===== config.mk =====
export PLATFORM = sky130hd
export DESIGN_NAME = mgbm_top
export DESIGN_NICKNAME = d
export VERILOG_FILES = /design/src/hw/mgbm_pkg.sv /design/src/hw/mgbm_bat_mem.sv /design/src/hw/mgbm_top.sv
export SDC_FILE = /design/constraint.sdc
export NUM_CORES = 1
export LEC_CHECK = 0
export BUFFER_PORTS_ARGS = -buffer_cell sky130_fd_sc_hd__clkbuf_2
export CORE_ASPECT_RATIO = 1.75
export CORE_MARGIN = 2
export CORE_UTILIZATION = 46
export CTS_CLUSTER_DIAMETER = 60
export CTS_CLUSTER_SIZE = 12
export DETAILED_ROUTE_END_ITERATION = 16
export GPL_TIMING_DRIVEN = 0
export PLACE_DENSITY = 0.77
export SETUP_SLACK_MARGIN = 0.1
export SLEW_MARGIN = 20
export SYNTH_ARGS = -nofsm -noshare
export SYNTH_HDL_FRONTEND = slang
export SYNTH_SLANG_ARGS = --single-unit

===== constraint.sdc =====
create_clock -name clk -period 4.68 [get_ports clk]
set_input_delay 0.234 -clock clk [delete_from_list [all_inputs] [get_ports clk]]
set_output_delay 0.234 -clock clk [all_outputs]
set_load 0.01 [all_outputs]

===== src/hw/mgbm_pkg.sv =====
// constants and types for the multicast group binding maintenance block
// assumes a 10 MHz clock; offsets are byte addresses on a 32-bit apb bus
package mgbm_pkg;
   // ==========================================================
   // bus and sizes
   localparam int unsigned MGBM_AW = 8;
   localparam int unsigned MGBM_NRX = 8;
   localparam int unsigned MGBM_NBAT = 32;
   localparam logic [31:0] MGBM_ZERO_WORD = 32'h0000_0000;
   // ==========================================================
   // register offsets
   localparam logic [7:0] MGBM_CTRL_OFS = 8'h00;
   localparam logic [7:0] MGBM_STAT_OFS = 8'h04;
   localparam logic [7:0] MGBM_MEMB_OFS = 8'h08;
   localparam logic [7:0] MGBM_SLOT_OFS = 8'h0C;
   localparam logic [7:0] MGBM_BATW_OFS = 8'h10;
   localparam logic [7:0] MGBM_BATA_OFS = 8'h14;
   localparam logic [7:0] MGBM_CNF_OFS = 8'h18;
   localparam logic [7:0] MGBM_RMV_OFS = 8'h1C;
   localparam logic [7:0] MGBM_BUF_OFS = 8'h20;
   localparam logic [7:0] MGBM_GRPI_OFS = 8'h24;
   // ==========================================================
   // ctrl register fields (write one to send, term or split; flow, did and retry are stored values)
   localparam int unsigned MGBM_CTRL_SEND_BIT = 0;
   localparam int unsigned MGBM_CTRL_TERM_BIT = 1;
   localparam int unsigned MGBM_CTRL_SPLIT_BIT = 2;
   localparam int unsigned MGBM_CTRL_FLOW_BIT = 3;
   localparam int unsigned MGBM_CTRL_DID_LSB = 8;
   localparam int unsigned MGBM_CTRL_RETRY_LSB = 16;
   // group info octet: slot count in [4:2], flow control in [5]
   localparam int unsigned MGBM_GI_SLOT_LSB = 2;
   localparam int unsigned MGBM_GI_FLOW_BIT = 5;
   // ==========================================================
   // reset values
   localparam logic [2:0] MGBM_SLOTS_RST = 3'h0;
   localparam logic [7:0] MGBM_DID_RST = 8'h00;
   localparam logic [4:0] MGBM_BUF_RST = 5'h1F;
   localparam logic [3:0] MGBM_RETRY_RST = 4'h3;
   localparam logic [7:0] MGBM_SEQ_RST = 8'h00;
   // ==========================================================
   // timing: confirmation timeout
   localparam int unsigned MGBM_CLK_HZ = 10_000_000;
   localparam int unsigned MGBM_TCNF_US = 100;
   localparam int unsigned MGBM_TCNF_CYC =
      (MGBM_TCNF_US * (MGBM_CLK_HZ / 1_000_000) > 0) ?
      MGBM_TCNF_US * (MGBM_CLK_HZ / 1_000_000) : 1;
   // ==========================================================
   // binding states
   typedef enum logic [3:0] {
      MGBM_IDLE = 4'b0001,
      MGBM_SEND = 4'b0010,
      MGBM_WAIT = 4'b0100,
      MGBM_DONE = 4'b1000
   } mgbm_state_e;
endpackage


===== src/hw/mgbm_bat_mem.sv =====
// bit-allocation table id memory, one valid bit per table id
// assumes a single clock; read data come out of a register
`timescale 1ns/10ps
`default_nettype none
module mgbm_bat_mem (
   input wire logic clk,
   input wire logic arst_n,
   input wire logic wr_en,
   input wire logic [4:0] wr_idx,
   input wire logic wr_val,
   input wire logic [4:0] rd_idx,
   output logic rd_val,
   output logic [31:0] all_val
);
   logic [31:0] mem_r;

   always_ff @(posedge clk or negedge arst_n) begin
      if (!arst_n) begin
         mem_r <= 32'h0000_0000;
         rd_val <= 1'b0;
         all_val <= 32'h0000_0000;
      end else begin
         if (wr_en) begin
            mem_r[wr_idx] <= wr_val;
         end
         rd_val <= mem_r[rd_idx];
         all_val <= mem_r;
      end
   end
endmodule
`default_nettype wire


===== src/hw/mgbm_top.sv =====
// multicast group binding maintenance, transmitter side, apb slave
// assumes a message engine that sends an update on upd_send and
// reports confirmations, removals and buffer sizes through registers
//
// Notes on behaviour
// membership, slot or table change sends update; a table write in the send state is not sent
// slot assignment effective when header count changes
// old slot count held until all confirm
// same slot count keeps existing slot assignment
// receivers keep acking in held slot
// removal request any time, receiver confirms
// removed receiver sends ack field 111
// split gives each group fresh did
// every update runs full initialization again
// changed table gets a new table id
// update lists every active table id
// new tables unused until all confirm
// receivers drop tables missing from update
// change while waiting restarts, higher sequence
// termination releases did after all confirm
// empty membership terminates group, frees did
// minimum of reported buffer sizes readvertised
// old table used until binding completes
// timeout resends update until retries exhausted
// zero receive nodes means did released
// slot count in group octet bits 4:2
// per-receiver pending confirmation record gates changes
`timescale 1ns/10ps
`default_nettype none
module mgbm_top (
   input wire logic clk,
   input wire logic arst_n,
   input wire logic psel,
   input wire logic penable,
   input wire logic pwrite,
   input wire logic [7:0] paddr,
   input wire logic [31:0] pwdata,
   output logic [31:0] prdata,
   output logic pready,
   output logic pslverr,
   output logic upd_send,
   output logic [7:0] upd_seq,
   output logic [7:0] upd_did,
   output logic [7:0] upd_grp_octet,
   output logic [7:0] upd_members,
   output logic [31:0] upd_bat_list,
   output logic [4:0] upd_min_buf,
   output logic [2:0] hdr_slots,
   output logic [31:0] tx_bat_list,
   output logic did_valid
);
   // ==========================================================
   // state
   typedef struct packed {
      mgbm_pkg::mgbm_state_e st;
      logic [7:0] memb;
      logic [2:0] slots_new;
      logic [2:0] slots_hdr;
      logic [7:0] pend;
      logic [7:0] seq;
      logic [7:0] did;
      logic did_valid;
      logic term;
      logic flow;
      logic [3:0] retry_max;
      logic [3:0] retry_cnt;
      logic [15:0] tmr;
      logic [4:0] min_buf;
      logic [4:0] min_acc;
      logic [31:0] tx_bats;
      logic [7:0] rmv_pend;
      logic fail;
      logic send;
      logic [31:0] prdata;
      logic pready;
      logic pslverr;
   } mgbm_state_s;

   mgbm_state_s s_r;
   mgbm_state_s s_nxt;
   logic bat_wr_en;
   logic [4:0] bat_wr_idx;
   logic bat_wr_val;
   logic bat_rd_val;
   logic [31:0] bat_active;

   function automatic logic [4:0] min5(input logic [4:0] a,
                                       input logic [4:0] b);
      min5 = (a < b) ? a : b;
   endfunction

   mgbm_bat_mem u_bat (
      .clk(clk),
      .arst_n(arst_n),
      .wr_en(bat_wr_en),
      .wr_idx(bat_wr_idx),
      .wr_val(bat_wr_val),
      .rd_idx(paddr[6:2]),
      .rd_val(bat_rd_val),
      .all_val(bat_active)
   );

   logic acc;
   logic wr;
   assign acc = psel && penable && !s_r.pready;
   assign wr = acc && pwrite;
   assign bat_wr_en = wr && (paddr == mgbm_pkg::MGBM_BATW_OFS);
   assign bat_wr_idx = pwdata[4:0];
   assign bat_wr_val = pwdata[8];

   // ==========================================================
   // next state
   always_comb begin
      logic start;
      logic change;
      logic [7:0] cnf;
      start = 1'b0;
      change = 1'b0;
      cnf = 8'h00;
      s_nxt = s_r;
      s_nxt.send = 1'b0;
      s_nxt.pready = acc;
      s_nxt.pslverr = 1'b0;
      // register writes
      if (wr) begin
         case (paddr)
            mgbm_pkg::MGBM_CTRL_OFS: begin
               s_nxt.flow = pwdata[mgbm_pkg::MGBM_CTRL_FLOW_BIT];
               s_nxt.retry_max =
                  pwdata[mgbm_pkg::MGBM_CTRL_RETRY_LSB +: 4];
               if (pwdata[mgbm_pkg::MGBM_CTRL_SPLIT_BIT] &&
                   pwdata[mgbm_pkg::MGBM_CTRL_DID_LSB +: 8] != s_r.did)
               begin
                  s_nxt.did = pwdata[mgbm_pkg::MGBM_CTRL_DID_LSB +: 8];
                  s_nxt.did_valid = 1'b1;
                  change = 1'b1;
               end
               if (pwdata[mgbm_pkg::MGBM_CTRL_TERM_BIT]) begin
                  s_nxt.term = 1'b1;
                  change = 1'b1;
               end
               if (pwdata[mgbm_pkg::MGBM_CTRL_SEND_BIT]) begin
                  change = 1'b1;
               end
            end
            mgbm_pkg::MGBM_MEMB_OFS: begin
               s_nxt.memb = pwdata[7:0];
               change = 1'b1;
            end
            mgbm_pkg::MGBM_SLOT_OFS: begin
               s_nxt.slots_new = pwdata[2:0];
               change = 1'b1;
            end
            mgbm_pkg::MGBM_BATW_OFS: change = 1'b1;
            mgbm_pkg::MGBM_CNF_OFS: begin
               cnf = pwdata[7:0];
               if (!s_r.flow) begin
                  s_nxt.min_acc = min5(s_r.min_acc, pwdata[12:8]);
               end
            end
            mgbm_pkg::MGBM_RMV_OFS: begin
               // removal confirmations drop members; slot stays held
               s_nxt.memb = s_r.memb & ~pwdata[7:0];
               s_nxt.rmv_pend = s_r.rmv_pend & ~pwdata[7:0];
               if (pwdata[15:8] != 8'h00) begin
                  s_nxt.rmv_pend = s_r.rmv_pend | pwdata[15:8];
               end
               if (pwdata[7:0] != 8'h00) begin
                  change = 1'b1;
               end
            end
            default: begin
               s_nxt.pslverr = !(paddr == mgbm_pkg::MGBM_STAT_OFS ||
                                 paddr == mgbm_pkg::MGBM_BATA_OFS ||
                                 paddr == mgbm_pkg::MGBM_BUF_OFS ||
                                 paddr == mgbm_pkg::MGBM_GRPI_OFS);
            end
         endcase
      end
      // register reads
      s_nxt.prdata = mgbm_pkg::MGBM_ZERO_WORD;
      if (acc && !pwrite) begin
         case (paddr)
            mgbm_pkg::MGBM_CTRL_OFS: s_nxt.prdata = {12'h000,
               s_r.retry_max, s_r.did, 4'h0, s_r.flow, 3'h0};
            mgbm_pkg::MGBM_STAT_OFS: s_nxt.prdata = {8'h00, s_r.seq,
               s_r.pend, s_r.retry_cnt, s_r.fail, s_r.did_valid,
               s_r.term, 1'b0} | {28'h000_0000, s_r.st};
            mgbm_pkg::MGBM_MEMB_OFS: s_nxt.prdata = {24'h00_0000, s_r.memb};
            mgbm_pkg::MGBM_SLOT_OFS: s_nxt.prdata = {24'h00_0000,
               2'b00, s_r.slots_hdr, s_r.slots_new};
            mgbm_pkg::MGBM_BATA_OFS: s_nxt.prdata = s_r.tx_bats;
            mgbm_pkg::MGBM_RMV_OFS: s_nxt.prdata = {16'h0000,
               s_r.rmv_pend, 8'h00};
            mgbm_pkg::MGBM_BUF_OFS: s_nxt.prdata = {27'h000_0000,
               s_r.min_buf};
            mgbm_pkg::MGBM_GRPI_OFS: s_nxt.prdata = {24'h00_0000,
               upd_grp_octet};
            mgbm_pkg::MGBM_BATW_OFS: s_nxt.prdata = {31'h0000_0000,
               bat_rd_val};
            mgbm_pkg::MGBM_CNF_OFS: s_nxt.prdata = mgbm_pkg::MGBM_ZERO_WORD;
            default: s_nxt.pslverr = 1'b1;
         endcase
      end
      // confirmations clear pending bits (record of outstanding)
      s_nxt.pend = s_r.pend & ~cnf;
      // group emptied by removals terminates the group
      if (s_r.did_valid && s_r.memb == 8'h00 && !s_r.term &&
          s_r.st == mgbm_pkg::MGBM_IDLE && s_r.pend == 8'h00) begin
         s_nxt.term = 1'b1;
         start = 1'b1;
      end
      if (change) begin
         start = 1'b1;
      end
      case (s_r.st)
         mgbm_pkg::MGBM_IDLE: begin
            if (start) begin
               s_nxt.st = mgbm_pkg::MGBM_SEND;
            end
         end
         mgbm_pkg::MGBM_SEND: begin
            // full update each time, fresh pending set and timer
            s_nxt.send = 1'b1;
            s_nxt.seq = s_r.seq + 8'h01;
            // a write landing in this cycle is folded into this update, except a table write, which this update does not list
            s_nxt.pend = s_nxt.term ? (s_nxt.memb | s_nxt.rmv_pend)
                                    : s_nxt.memb;
            s_nxt.tmr = 16'(mgbm_pkg::MGBM_TCNF_CYC);
            s_nxt.min_acc = mgbm_pkg::MGBM_BUF_RST;
            s_nxt.st = mgbm_pkg::MGBM_WAIT;
         end
         mgbm_pkg::MGBM_WAIT: begin
            s_nxt.tmr = s_r.tmr - 16'h0001;
            if (start) begin
               s_nxt.retry_cnt = 4'h0;
               s_nxt.st = mgbm_pkg::MGBM_SEND;
            end else if (s_nxt.pend == 8'h00) begin
               s_nxt.st = mgbm_pkg::MGBM_DONE;
            end else if (s_r.tmr == 16'h0000) begin
               if (s_r.retry_cnt < s_r.retry_max) begin
                  s_nxt.retry_cnt = s_r.retry_cnt + 4'h1;
                  s_nxt.st = mgbm_pkg::MGBM_SEND;
               end else begin
                  s_nxt.fail = 1'b1;
                  s_nxt.st = mgbm_pkg::MGBM_IDLE;
               end
            end
         end
         mgbm_pkg::MGBM_DONE: begin
            // all confirmed: header count and tables now move; did freed if terminating
            s_nxt.slots_hdr = s_r.slots_new;
            s_nxt.tx_bats = bat_active;
            s_nxt.rmv_pend = 8'h00;
            s_nxt.retry_cnt = 4'h0;
            s_nxt.fail = 1'b0;
            if (!s_r.flow) begin
               s_nxt.min_buf = s_r.min_acc;
            end
            if (s_r.term) begin
               s_nxt.did_valid = 1'b0;
               s_nxt.term = 1'b0;
               s_nxt.memb = 8'h00;
               s_nxt.slots_hdr = mgbm_pkg::MGBM_SLOTS_RST;
            end
            s_nxt.st = (start || (!s_r.flow && s_r.min_acc != s_r.min_buf
                        && !s_r.term)) ? mgbm_pkg::MGBM_SEND
                        : mgbm_pkg::MGBM_IDLE;
         end
         default: s_nxt.st = mgbm_pkg::MGBM_IDLE;
      endcase
   end

   // ==========================================================
   // registers
   always_ff @(posedge clk or negedge arst_n) begin
      if (!arst_n) begin
         s_r <= '{st: mgbm_pkg::MGBM_IDLE, memb: 8'h00,
                  slots_new: mgbm_pkg::MGBM_SLOTS_RST,
                  slots_hdr: mgbm_pkg::MGBM_SLOTS_RST, pend: 8'h00,
                  seq: mgbm_pkg::MGBM_SEQ_RST, did: mgbm_pkg::MGBM_DID_RST,
                  did_valid: 1'b0, term: 1'b0, flow: 1'b0,
                  retry_max: mgbm_pkg::MGBM_RETRY_RST, retry_cnt: 4'h0,
                  tmr: 16'h0000, min_buf: mgbm_pkg::MGBM_BUF_RST,
                  min_acc: mgbm_pkg::MGBM_BUF_RST, tx_bats: 32'h0000_0000,
                  rmv_pend: 8'h00, fail: 1'b0, send: 1'b0,
                  prdata: 32'h0000_0000, pready: 1'b0, pslverr: 1'b0};
      end else begin
         s_r <= s_nxt;
      end
   end

   // ==========================================================
   // outputs
   assign prdata = s_r.prdata;
   assign pready = s_r.pready;
   assign pslverr = s_r.pslverr;
   assign upd_send = s_r.send;
   assign upd_seq = s_r.seq;
   assign upd_did = s_r.did;
   // slot count at [4:2], flow at [5], reserved zero
   assign upd_grp_octet = {2'b00, s_r.flow, s_r.slots_new, 2'b00};
   // zero members on termination marks the did as released
   assign upd_members = s_r.term ? 8'h00 : s_r.memb;
   assign upd_bat_list = bat_active;
   assign upd_min_buf = s_r.min_buf;
   assign hdr_slots = s_r.slots_hdr;
   assign tx_bat_list = s_r.tx_bats;
   assign did_valid = s_r.did_valid;

   // ==========================================================
   // checks
   a_hdr_hold: assert property (@(posedge clk) disable iff (!arst_n)
      (s_r.pend != 8'h00) |=> $stable(hdr_slots))
      else $error("slot count changed with confirmations pending");
   a_bat_hold: assert property (@(posedge clk) disable iff (!arst_n)
      (s_r.st == mgbm_pkg::MGBM_WAIT) |=> $stable(tx_bat_list))
      else $error("tables changed before all confirmed");
   a_send_seq: assert property (@(posedge clk) disable iff (!arst_n)
      upd_send |-> upd_seq == $past(upd_seq) + 8'h01)
      else $error("update without higher sequence");
   a_did_free: assert property (@(posedge clk) disable iff (!arst_n)
      $fell(did_valid) |-> $past(s_r.pend) == 8'h00)
      else $error("did freed with confirmations pending");
   a_wait_send: assert property (@(posedge clk) disable iff (!arst_n)
      (s_r.st == mgbm_pkg::MGBM_SEND) |=> upd_send)
      else $error("send state without update pulse");
   a_pend_load: assert property (@(posedge clk) disable iff (!arst_n)
      upd_send && !s_r.term |-> s_r.pend == s_r.memb)
      else $error("pending record not loaded on update");
   a_slot_field: assert property (@(posedge clk) disable iff (!arst_n)
      upd_grp_octet[4:2] == s_r.slots_new && upd_grp_octet[7:6] == 2'b00)
      else $error("slot field misplaced");
   a_rel_zero: assert property (@(posedge clk) disable iff (!arst_n)
      upd_send && s_r.term |-> upd_members == 8'h00)
      else $error("release update lists members");
   a_apb_ready: assert property (@(posedge clk) disable iff (!arst_n) // apb access answered one cycle after penable
      psel && penable && !pready |=> pready)
      else $error("apb access not answered in one cycle");
endmodule
`default_nettype wire


Word-level counts from Yosys, hierarchy flattened
Cells that the tools add are included.

$add $sub $neg: 3. $lt $le $gt $ge: 5. Equal/unequal tests: 26. Multiplexer cells: 65. Bitwise logic cells: 9. Reductions and logical operators: 44.

Operator list (number): $pmux W32 S9 (1); $mux W8 (10); $bwmux W32 (1); $eq A8 B5 Y1 const B (4); $logic_not A8 Y1 (4); $mux W32 (1); $mux W4 (8); $pmux W16 S2 (1); $mux W5 (5); $and A8 B8 Y8 (3); $or A24 B4 Y24 (1); $mux W1 (21); $eq A8 B4 Y1 const B (2); $eq A8 B6 Y1 const B (2); $logic_not A16 Y1 (1); $mux W16 (1); $not A8 Y8 (2); $or A8 B8 Y8 (2); $pmux W4 S4 (1); $pmux W8 S2 (1); $reduce_bool A8 Y1 (2); $sub A16 B1 Y16 const B (1); $mux W7 (2); $logic_and A1 B1 Y1 (13); 36 further kinds (62).

Bits in registers: 220. Output and inout bits: 140.

Logic depth before layout (Yosys ltp)
Gate-level depths: netlist (run 1).

Word-level depth: 11. Depth in mapped cells: 11.

Hierarchy
Synthesis (run 1) repeated with hierarchy kept, for this count alone.

Cell total of the unflattened synthesis: 1071. Area, all modules: 10892.9 um^2.

By module, submodules not included: mgbm_top (times used 1, cells each 881, area each 8321.7 um^2, sequential area each 3895.0 um^2); mgbm_bat_mem (times used 1, cells each 190, area each 2571.2 um^2, sequential area each 1626.6 um^2).

Worst setup path before layout (run 1)
No wires, ideal clock.

Kind: register -> register. From: register s_r[91] (netlist bit). To: register s_r[105] (netlist bit). Arrival time: 2.102 ns. Required time: 4.547 ns. Slack: 2.445 ns. Cell stages (with the launch flop): 8. Buffers on the path: 0. Path through: dfrtp_1 or3_1 or4_1 nor2_2 and4b_1 a2111oi_4 a2111oi_2 a21oi_1.

Longest elaborated chain between the ends: 3.

Ends and longest elaborated chain: start, declared (line mgbm_top.sv:79) `mgbm_state_s s_r;`; start signal, assigned (line mgbm_top.sv:278) `s_r <= '{st: mgbm_pkg::MGBM_IDLE, memb: 8'h00,`; start signal, assigned (line mgbm_top.sv:289) `s_r <= s_nxt;`; $logic_not A16 Y1 (line mgbm_top.sv:240) `end else if (s_r.tmr == 16'h0000) begin`; $ne A3 B3 Y1 (no source line); $reduce_and A4 Y1 (no source line).

Every way passes these cells. A chain may end at the register's enable or synchronous reset.

Final worst setup path (run 1)
From: register s_r[154] (netlist bit). To: register s_r[105] (netlist bit).

Longest elaborated chain between the ends: 7. Elaborated cells between the ends (all ways): 14.

Ends and longest elaborated chain: $eq A4 B1 Y1 (line mgbm_top.sv:209) `s_r.st == mgbm_pkg::MGBM_IDLE && s_r.pend == 8'h00) begin`; $logic_and A1 B1 Y1 (line mgbm_top.sv:208) `if (s_r.did_valid && s_r.memb == 8'h00 && !s_r.term &&`; $logic_and A1 B1 Y1 (line mgbm_top.sv:209); $mux W1 (line mgbm_top.sv:208); $mux W1 (line mgbm_top.sv:213) `if (change) begin`; $ne A3 B3 Y1 (no source line) / $mux W4 (equally long branches); $reduce_and A4 Y1 (no source line) / $pmux W4 S2 (equally long branches).

Several ways; a longest one is shown, not always the timed one.

==> flow_results.xml, run 1 <==
<?xml version="1.0" encoding="UTF-8"?>
<metrics>
  <group name="run_status">
    <metric name="run_status" unit="">finished, final reports clean</metric>
  </group>
  <group name="worst_setup_path">
    <metric name="path_max_fanout" unit="">8</metric>
    <metric name="ff2ff_setup_slack" unit="ns">1.86</metric>
    <metric name="r2r_start" unit="">s_r[154]</metric>
    <metric name="timing.critical_path.required" unit="ns">5.08</metric>
    <metric name="r2r.worst_path.cells" unit="">8</metric>
    <metric name="worst_setup_path_end_kind" unit="">flip-flop</metric>
    <metric name="timing.setup.critical_path_class" unit="">flip-flop to flip-flop</metric>
    <metric name="critPathArrivalTime" unit="ns">3.22</metric>
    <metric name="worst_setup_path_start_kind" unit="">flip-flop</metric>
    <metric name="r2r_end" unit="">s_r[105]</metric>
  </group>
  <group name="synth">
    <metric name="syn_avg_cell_area" unit="um^2">10.4</metric>
    <metric name="synth.cell_area" unit="mm^2">0.0108</metric>
    <metric name="ys_seq_elements" unit="">220</metric>
    <metric name="post_synth_main_area_contributors" unit="">sky130_fd_sc_hd__dfrtp_1 48%, sky130_fd_sc_hd__buf_4 6.8%, sky130_fd_sc_hd__nand2_1 5.8%</metric>
    <metric name="synth_enable_flop_cells" unit="">0</metric>
    <metric name="synth_area_leader_cell" unit="">sky130_fd_sc_hd__dfrtp_1</metric>
    <metric name="asyncSetResetFlopFracSynth" unit="%">100</metric>
    <metric name="synthDominantCellAreaShare" unit="%">47.8</metric>
    <metric name="synth_seq_area_share" unit="%">51.0</metric>
    <metric name="synth_cell_types" unit="">74</metric>
    <metric name="ys.flop_type" unit="">sky130_fd_sc_hd__dfrtp_1</metric>
    <metric name="synthesis.instances" unit="">1039</metric>
    <metric name="yosys_warnings" unit="">0</metric>
  </group>
  <group name="cts">
    <metric name="latest_clock_arrival_within_the_worst_skew_pair" unit="ns">0.52</metric>
    <metric name="clock_tree.root_cell" unit="">sky130_fd_sc_hd__clkbuf_16</metric>
    <metric name="numCtsBuffers" unit="">22</metric>
    <metric name="clock_tree.buffer_depth" unit="">3</metric>
    <metric name="clock_sinks" unit="">220</metric>
    <metric name="clk_pin_slew" unit="ns">0.07</metric>
    <metric name="cts_tree" unit="">done</metric>
    <metric name="clock_tree.htree_level_count" unit="">1</metric>
  </group>
  <group name="power">
    <metric name="sw_share" unit="%">27.8</metric>
    <metric name="power_per_cell_area" unit="mW/mm^2">335</metric>
    <metric name="clkPwrFrac" unit="%">38.1</metric>
    <metric name="net_switching_power" unit="W">0.00120</metric>
    <metric name="p_int" unit="W">0.00310</metric>
    <metric name="ir_drop" unit="mV">0.266</metric>
    <metric name="p_leak" unit="nW">6.29</metric>
    <metric name="combinationalPowerShare" unit="%">12.5</metric>
    <metric name="p_seq_share" unit="%">49.4</metric>
  </group>
  <group name="sta">
    <metric name="max_freq" unit="MHz">355</metric>
    <metric name="setup_viol" unit="">0</metric>
    <metric name="fin_crit_sh" unit="%">60.2</metric>
    <metric name="finalClockSkew" unit="ns">0.0158</metric>
    <metric name="finalHoldViolations" unit="">0</metric>
    <metric name="setup_slack" unit="ns">1.86</metric>
    <metric name="fin_tns_setup" unit="ns">0</metric>
    <metric name="drv_slew" unit="">0</metric>
    <metric name="unrepaired_setup_endpoints_after_global_routing" unit="">false</metric>
    <metric name="timing.slew.headroom" unit="%">29.8</metric>
    <metric name="worstMarginPinSlew" unit="ns">1.04</metric>
    <metric name="final.min_clock_period" unit="ns">2.82</metric>
  </group>
  <group name="drt">
    <metric name="met2_wirelength" unit="um">17100</metric>
    <metric name="met1_length" unit="um">11700</metric>
    <metric name="route.detailed.wl_per_inst" unit="um">21.0</metric>
    <metric name="highest-signal-layer" unit="">met4</metric>
    <metric name="firstDrtPassIters" unit="">7</metric>
    <metric name="wl_met3" unit="um">2070</metric>
    <metric name="vias" unit="">8858</metric>
    <metric name="totalWireLength" unit="um">32800</metric>
    <metric name="vias_per_cell" unit="">5.67</metric>
    <metric name="drtIter0Drc" unit="">756</metric>
    <metric name="antenna_left" unit="">0</metric>
    <metric name="drc" unit="">0</metric>
  </group>
  <group name="finish">
    <metric name="multi_input_area" unit="mm^2">0.00433</metric>
    <metric name="layout.cells.non_filler" unit="">1563</metric>
    <metric name="layout-area-overhead-vs-synth" unit="%">18.5</metric>
    <metric name="ratio_of_cells_with_drive_above_1_in_the_final_layout" unit="%">31.9</metric>
    <metric name="seqCellArea" unit="mm^2">0.00552</metric>
    <metric name="nFillCells" unit="">2016</metric>
    <metric name="postLayoutCellArea" unit="mm^2">0.0128</metric>
    <metric name="fin_nets" unit="">1297</metric>
  </group>
  <group name="floorplanning">
    <metric name="fp-row-count" unit="">74</metric>
    <metric name="fp.dieW" unit="um">120</metric>
    <metric name="floorplan.initialDensity" unit="%">46.6</metric>
    <metric name="dieHeight" unit="um">207</metric>
    <metric name="design.die.area" unit="mm^2">0.0249</metric>
    <metric name="core_area" unit="mm^2">0.0232</metric>
    <metric name="ioPinCount" unit="">185</metric>
  </group>
  <group name="global_routing">
    <metric name="initial_antenna_violation_count" unit="">1</metric>
    <metric name="grt_pass1_vias" unit="">8960</metric>
    <metric name="maximum_number_of_pins_on_one_net_before_global_route_repair" unit="">79</metric>
    <metric name="grt_util_all_layers" unit="%">26.2</metric>
    <metric name="global_route.overflow_total" unit="">0</metric>
    <metric name="grt_first_pass_wirelength" unit="um">50300</metric>
  </group>
  <group name="run">
    <metric name="max_cap_check_violation_count" unit="">0</metric>
  </group>
  <group name="place">
    <metric name="place.port_buffers" unit="">167</metric>
    <metric name="postPlaceCellArea" unit="mm^2">0.0121</metric>
    <metric name="gp_congestion" unit="">0.932</metric>
    <metric name="dp_hpwl" unit="um">24700</metric>
    <metric name="post-place-ws" unit="ns">1.92</metric>
    <metric name="dp.cells" unit="">1515</metric>
  </group>
  <group name="min_path">
    <metric name="hold_class" unit="">primary input to flip-flop</metric>
    <metric name="hold_path_sink" unit="">upd_did[5]</metric>
    <metric name="holdPathStages" unit="">2</metric>
    <metric name="hold_start" unit="">pwdata[13]</metric>
  </group>
</metrics>
-- through the flow --
step	hold WS, ns	power (W)	util [%]
2_1_floorplan	-0.0616	0.00246	-
3_3_place_gp	0.373	0.00266	51.9
3_5_place_dp	0.300	0.00268	52.2
4_1_cts	0.0181	0.00431	55.2
5_1_grt	0.0353	0.00446	55.2
6_report	0.0221	0.00430	55.2
-- synth_stat cells (all sizes together), types with 9 or more instances --
cell / number
dfrtp: 207
nor2: 76
xnor2: 16
buf: 110
nor3: 17
ha: 10
inv: 18
mux2: 54
nand2: 168
a222oi: 11
mux4: 10
a22oi: 18
o21ai: 28
and2: 18
nor2b: 14
nand3b: 12
dfstp: 13
a21oi: 53
nand3: 21
nand4: 9
and3: 10
clkbuf: 33
a31oi: 16
-- layout by cell type (no fill, tap or decap), types with 11 or more instances in the layout --
cell type                   netlist  layout
sky130_fd_sc_hd__dfrtp_1        207     207
sky130_fd_sc_hd__nand2_1        168     168
sky130_fd_sc_hd__clkbuf_2         0     166
sky130_fd_sc_hd__buf_4           98      98
sky130_fd_sc_hd__nor2_1          74      74
sky130_fd_sc_hd__mux2_2          54      54
sky130_fd_sc_hd__a21oi_1         53      53
sky130_fd_sc_hd__clkbuf_1        33      49
sky130_fd_sc_hd__o21ai_0         26      26
sky130_fd_sc_hd__clkbuf_16        0      22
sky130_fd_sc_hd__nand3_1         20      20
sky130_fd_sc_hd__inv_1           18      18
sky130_fd_sc_hd__and2_1          18      18
sky130_fd_sc_hd__a22oi_1         18      18
sky130_fd_sc_hd__nor3_1          16      16
sky130_fd_sc_hd__a31oi_1         16      16
sky130_fd_sc_hd__xnor2_1         16      16
sky130_fd_sc_hd__nor2b_1         14      14
sky130_fd_sc_hd__dfstp_2         13      13
sky130_fd_sc_hd__nand3b_1        11      11
sky130_fd_sc_hd__a222oi_1        11      11
-- critical path, stage by stage, from the launching register on --
cell	delay (ns)
sky130_fd_sc_hd__dfrtp_1	0.36
sky130_fd_sc_hd__clkbuf_1	0.19
sky130_fd_sc_hd__nor4b_2	0.50
sky130_fd_sc_hd__nand4_1	0.23
sky130_fd_sc_hd__nor4_2	0.60
sky130_fd_sc_hd__or3b_2	0.23
sky130_fd_sc_hd__o22ai_1	0.16
sky130_fd_sc_hd__a2111oi_2	0.35
sky130_fd_sc_hd__a21oi_1	0.07
-- area by class of cell --
cell class	instances	share of cell area, %
Sequential cell	220	43.0
Multi-Input combinational cell	661	33.7
Timing Repair Buffer	176	7.55
Buffer	143	7.23
Clock buffer	38	4.76
Tap cell	304	2.96
Inverter	18	0.526
Clock inverter	2	0.195
Antenna cell	1	0.0195
-- how the worst max path moves through the flow --
stage,endpoint,slack [ns],cells after the start,start
after floorplan,s_r[105],2.45,7,s_r[91]
after global placement,upd_did[6],-0.86,1,arst_n
after detailed placement,s_r[105],1.92,8,s_r[154]
after CTS,s_r[105],1.90,7,s_r[151]
after global routing,s_r[98],1.70,7,s_r[154]
final,s_r[105],1.86,8,s_r[154]
-- registers in the layout, summed over array words and instances (netlist names) --
signal	count
upd_grp_octet	4
upd_send	1
prdata	32
s_r	59
u_bat.mem_r	32
pready	1
did_valid	1
u_bat.rd_val	1
hdr_slots	3
u_bat.all_val	32
tx_bat_list	32
upd_min_buf	5
upd_seq	8
upd_did	8
pslverr	1
-- power by group through the flow --
stage / clock (W) / combinational [W] / sequential (W)
6_report: 0.00164 / 0.000537 / 0.00212
4_1_cts: 0.00166 / 0.000535 / 0.00212
5_1_grt: 0.00174 / 0.000591 / 0.00213
3_5_place_dp: 0 / 0.000527 / 0.00215
3_3_place_gp: 0 / 0.000511 / 0.00215
2_1_floorplan: 0 / 0.000340 / 0.00212
-- logic make-up (layout without fill, tap and decap cells) --
family / count (synthesis) / in the layout / synth area share, %
simple gates: 390 / 390 / 18.2
flops: 220 / 220 / 51.0
other cells: 1 / 5 / 0.0346
xor+xnor: 21 / 21 / 1.70
buf+inv: 161 / 377 / 9.19
mux: 68 / 68 / 8.09
compound gates: 168 / 168 / 10.7
fa+ha+maj: 10 / 10 / 1.15
-- per-layer routing --
layer / up-vias / track usage (%)
met5: - / 0
li1: 3956 / -
met3: 106 / 3.91
met1: 4382 / 29.5
met2: 414 / 46.6
met4: 0 / 14.9
-- what timing repair did --
item | 4_1_cts | 5_1_grt
resized for setup | 0 | 0
buffers inserted | 0 | 0
hold buffers | 7 | 0
endpoints found under the hold margin | 69 | 0
(Power assumes the default switching activity.)
==> inputs of run 2 (changes only) <==
Settings changed: ABC_AREA set to 1.
Clock period 4.68 ns to 2.9 ns, I/O delays scaled along.
==> run 2 against run 1 <==
Compared with the run above: critical path depth fell by 1; combinational power rose by 97%; worst hold slack better by 0.0042 ns; critical path type unchanged.
==> flow_results.xml, run 2 <==
<?xml version="1.0" encoding="UTF-8"?>
<metrics>
  <group name="global_routing">
    <metric name="grt_pass1_vias" unit="">9458</metric>
    <metric name="grt_util_all_layers" unit="%">26.0</metric>
    <metric name="grt_first_pass_wirelength" unit="um">50500</metric>
    <metric name="initial_antenna_violation_count" unit="">0</metric>
    <metric name="global_route.overflow_total" unit="">0</metric>
    <metric name="maximum_number_of_pins_on_one_net_before_global_route_repair" unit="">99</metric>
  </group>
  <group name="sta">
    <metric name="final.hold.worst_slack" unit="ns">0.0263</metric>
    <metric name="finalClockSkew" unit="ns">0.0154</metric>
    <metric name="setup_viol" unit="">0</metric>
    <metric name="worstMarginPinSlew" unit="ns">0.903</metric>
    <metric name="finalHoldViolations" unit="">0</metric>
    <metric name="fin_crit_sh" unit="%">85.5</metric>
    <metric name="final.min_clock_period" unit="ns">2.48</metric>
    <metric name="max_freq" unit="MHz">403</metric>
    <metric name="drv_slew" unit="">0</metric>
    <metric name="timing.slew.headroom" unit="%">39.6</metric>
    <metric name="unrepaired_setup_endpoints_after_global_routing" unit="">false</metric>
    <metric name="fin_tns_setup" unit="ns">0</metric>
  </group>
  <group name="drt">
    <metric name="antenna_left" unit="">0</metric>
    <metric name="highest-signal-layer" unit="">met4</metric>
    <metric name="firstDrtPassIters" unit="">7</metric>
    <metric name="vias_per_cell" unit="">5.31</metric>
    <metric name="vias" unit="">9558</metric>
    <metric name="drc" unit="">0</metric>
    <metric name="met2_wirelength" unit="um">15500</metric>
    <metric name="totalWireLength" unit="um">32300</metric>
    <metric name="drtIter0Drc" unit="">791</metric>
    <metric name="route.detailed.wl_per_inst" unit="um">17.9</metric>
    <metric name="wl_met3" unit="um">2230</metric>
    <metric name="met1_length" unit="um">12100</metric>
  </group>
  <group name="cts">
    <metric name="clock_tree.htree_level_count" unit="">1</metric>
    <metric name="clock_tree.buffer_depth" unit="">3</metric>
    <metric name="clk_pin_slew" unit="ns">0.07</metric>
    <metric name="cts_post_setup_buffers_inserted" unit="">0</metric>
    <metric name="clock_tree.root_cell" unit="">sky130_fd_sc_hd__clkbuf_16</metric>
    <metric name="latest_clock_arrival_within_the_worst_skew_pair" unit="ns">0.53</metric>
    <metric name="numCtsBuffers" unit="">22</metric>
    <metric name="clock_sinks" unit="">220</metric>
    <metric name="cts_repair_resize_count" unit="">0</metric>
    <metric name="cts_tree" unit="">done</metric>
  </group>
  <group name="synth">
    <metric name="synth.cell_area" unit="mm^2">0.0109</metric>
    <metric name="asyncSetResetFlopFracSynth" unit="%">100</metric>
    <metric name="yosys_warnings" unit="">0</metric>
    <metric name="syn_avg_cell_area" unit="um^2">8.58</metric>
    <metric name="synth_area_leader_cell" unit="">sky130_fd_sc_hd__dfrtp_1</metric>
    <metric name="synth_seq_area_share" unit="%">50.8</metric>
    <metric name="synth_top_cells_by_count" unit="">291 x sky130_fd_sc_hd__nand2_1, 207 x sky130_fd_sc_hd__dfrtp_1, 131 x sky130_fd_sc_hd__inv_1, 104 x sky130_fd_sc_hd__nor2_1, 102 x sky130_fd_sc_hd__o21ai_0</metric>
    <metric name="synth_enable_flop_cells" unit="">0</metric>
    <metric name="synth_cell_types" unit="">52</metric>
    <metric name="ys.flop_type" unit="">sky130_fd_sc_hd__dfrtp_1</metric>
    <metric name="yosysMostFrequentCell" unit="">sky130_fd_sc_hd__nand2_1</metric>
    <metric name="synthDominantCellAreaShare" unit="%">47.6</metric>
    <metric name="post_synth_main_area_contributors" unit="">sky130_fd_sc_hd__dfrtp_1 48%, sky130_fd_sc_hd__nand2_1 10%, sky130_fd_sc_hd__buf_4 6.6%</metric>
    <metric name="synthesis.instances" unit="">1267</metric>
    <metric name="ys_seq_elements" unit="">220</metric>
  </group>
  <group name="finish">
    <metric name="largest_register_ffs" unit="">59</metric>
    <metric name="multi_input_area" unit="mm^2">0.00397</metric>
    <metric name="most_frequent_standard_cell_in_the_layout_excluding_fill_and_tap_cells" unit="">sky130_fd_sc_hd__nand2_1</metric>
    <metric name="largest_register" unit="">s_r</metric>
    <metric name="layout-area-overhead-vs-synth" unit="%">19.2</metric>
    <metric name="postLayoutCellArea" unit="mm^2">0.0130</metric>
    <metric name="layout.cells.most_common_list" unit="">291 x sky130_fd_sc_hd__nand2_1, 207 x sky130_fd_sc_hd__dfrtp_1, 167 x sky130_fd_sc_hd__clkbuf_2, 131 x sky130_fd_sc_hd__inv_1, 104 x sky130_fd_sc_hd__nor2_1</metric>
    <metric name="insertedDiodeCount" unit="">0</metric>
    <metric name="seqCellArea" unit="mm^2">0.00552</metric>
    <metric name="fin_nets" unit="">1535</metric>
    <metric name="ratio_of_cells_with_drive_above_1_in_the_final_layout" unit="%">24.8</metric>
    <metric name="nFillCells" unit="">2191</metric>
  </group>
  <group name="floorplanning">
    <metric name="design.die.area" unit="mm^2">0.0249</metric>
    <metric name="fp-row-count" unit="">74</metric>
    <metric name="core_area" unit="mm^2">0.0233</metric>
    <metric name="fp.dieW" unit="um">120</metric>
    <metric name="floorplan.initialDensity" unit="%">46.6</metric>
    <metric name="ioPinCount" unit="">185</metric>
    <metric name="dieHeight" unit="um">207</metric>
  </group>
  <group name="worst_setup_path">
    <metric name="worst_setup_path_end_kind" unit="">flip-flop</metric>
    <metric name="crit_path_start" unit="">s_r[152]</metric>
    <metric name="critPathMostFrequentCell" unit="">sky130_fd_sc_hd__nor2_1</metric>
    <metric name="path_max_fanout" unit="">10</metric>
    <metric name="r2r_start" unit="">s_r[152]</metric>
    <metric name="max_stage_delay" unit="ns">0.58</metric>
    <metric name="crit_path_cell_trace" unit="">nor2_1 -&gt; inv_1 -&gt; nor3_2 -&gt; inv_1 -&gt; clkbuf_1 -&gt; nor2_1 -&gt; nor2_1</metric>
    <metric name="timing.setup.critical_path_class" unit="">flip-flop to flip-flop</metric>
    <metric name="cpMaxStageDelayCell" unit="">sky130_fd_sc_hd__nor2_1</metric>
    <metric name="worst_setup_path_start_kind" unit="">flip-flop</metric>
    <metric name="critPathArrivalTime" unit="ns">2.86</metric>
    <metric name="timing.critical_path.required" unit="ns">3.28</metric>
  </group>
  <group name="power">
    <metric name="p_int" unit="W">0.00515</metric>
    <metric name="p_seq_share" unit="%">49.0</metric>
    <metric name="finalPower" unit="W">0.00722</metric>
    <metric name="clkPwrFrac" unit="%">36.4</metric>
    <metric name="power_per_cell_area" unit="mW/mm^2">557</metric>
    <metric name="p_leak" unit="nW">6.55</metric>
    <metric name="net_switching_power" unit="W">0.00207</metric>
    <metric name="ir_drop" unit="mV">0.384</metric>
    <metric name="sw_share" unit="%">28.7</metric>
    <metric name="combinationalPowerShare" unit="%">14.7</metric>
  </group>
  <group name="run_status">
    <metric name="run_status" unit="">finished, final reports clean</metric>
  </group>
  <group name="place">
    <metric name="dp_hpwl" unit="um">24400</metric>
    <metric name="gp_congestion" unit="">0.913</metric>
    <metric name="postPlaceCellArea" unit="mm^2">0.0122</metric>
    <metric name="place.port_buffers" unit="">168</metric>
  </group>
  <group name="min_path">
    <metric name="hold_class" unit="">primary input to flip-flop</metric>
    <metric name="hold_start" unit="">pwdata[7]</metric>
  </group>
  <group name="run">
    <metric name="max_cap_check_violation_count" unit="">0</metric>
  </group>
</metrics>
-- run 2: layer usage --
metal	vias to the layer above	GRT usage, %
met5	-	0
met4	0	17.7
met3	134	3.30
met2	479	43.0
met1	4495	31.3
li1	4450	-
-- run 2: cell families (layout without fill, tap and decap cells) --
group                      after synthesis  after routing  share of synthesized area [%]
AOI/OAI and AO/OA                      215            215                           11.9
xor gates and xnor gates                17             17                           1.37
adders and majority gates               10             10                           1.15
buffers and inverters                  268            494                           12.8
DFF                                    220            220                           50.8
muxes                                    5              5                          0.472
other                                    1              4                         0.0345
and+or+nand+nor                        531            531                           21.5
-- run 2: cell type report --
type                    count  share of cell area, %
plain buffers             128                   6.69
well taps                 304                   2.93
repair buffers            186                   8.21
multi-input cells         782                   30.6
clock buffers              38                   4.71
inverters                 140                   4.07
flip-flops and latches    220                   42.6
clock inverters             2                  0.193
-- run 2: worst paths after layout --
path / to / slack (ns) / cells after the start
setup / recovery: s_r[145] / 0.42 / 7
hold / removal: s_r[136] / 0.03 / 4
setup reg to reg: s_r[145] / 0.42 / 7
hold reg to reg: u_bat.all_val[5] / 0.38 / 0
max in group asynchronous: s_r[106] / 2.03 / 3
min in group asynchronous: u_bat.all_val[6] / 0.09 / 2
-- run 2: worst max-delay path: cells and delay by family, from the launching register on --
| kind | cells | cell delay, ns |
|---|---|---|
| buffers and inverters | 3 | 0.56 |
| DFF | 1 | 0.43 |
| and+or+nand+nor | 4 | 1.34 |
-- run 2: power groups by stage --
stage	Combinational [W]	Sequential [W]	Clock (W)
3_5_place_dp	0.00102	0.00358	0
5_1_grt	0.00119	0.00356	0.00277
6_report	0.00106	0.00354	0.00263
2_1_floorplan	0.000703	0.00352	0
3_3_place_gp	0.000981	0.00358	0
4_1_cts	0.00105	0.00353	0.00266
-- run 2: metrics by stage --
step           utilization (%)  setup slack (ns)  instances
6_report                  55.6             0.420       1800
5_1_grt                   55.6             0.193       1800
4_1_cts                   55.6             0.429       1800
3_5_place_dp              52.2             0.438       1744
3_3_place_gp              51.9             -2.53       1742
2_1_floorplan                -              1.08       1270
-- run 2: what timing repair did --
| item | CTS | global route |
|---|---|---|
| hold buffers | 16 | 0 |
| hold endpoints to repair | 222 | 0 |
| endpoints found under the setup margin | 0 | 0 |
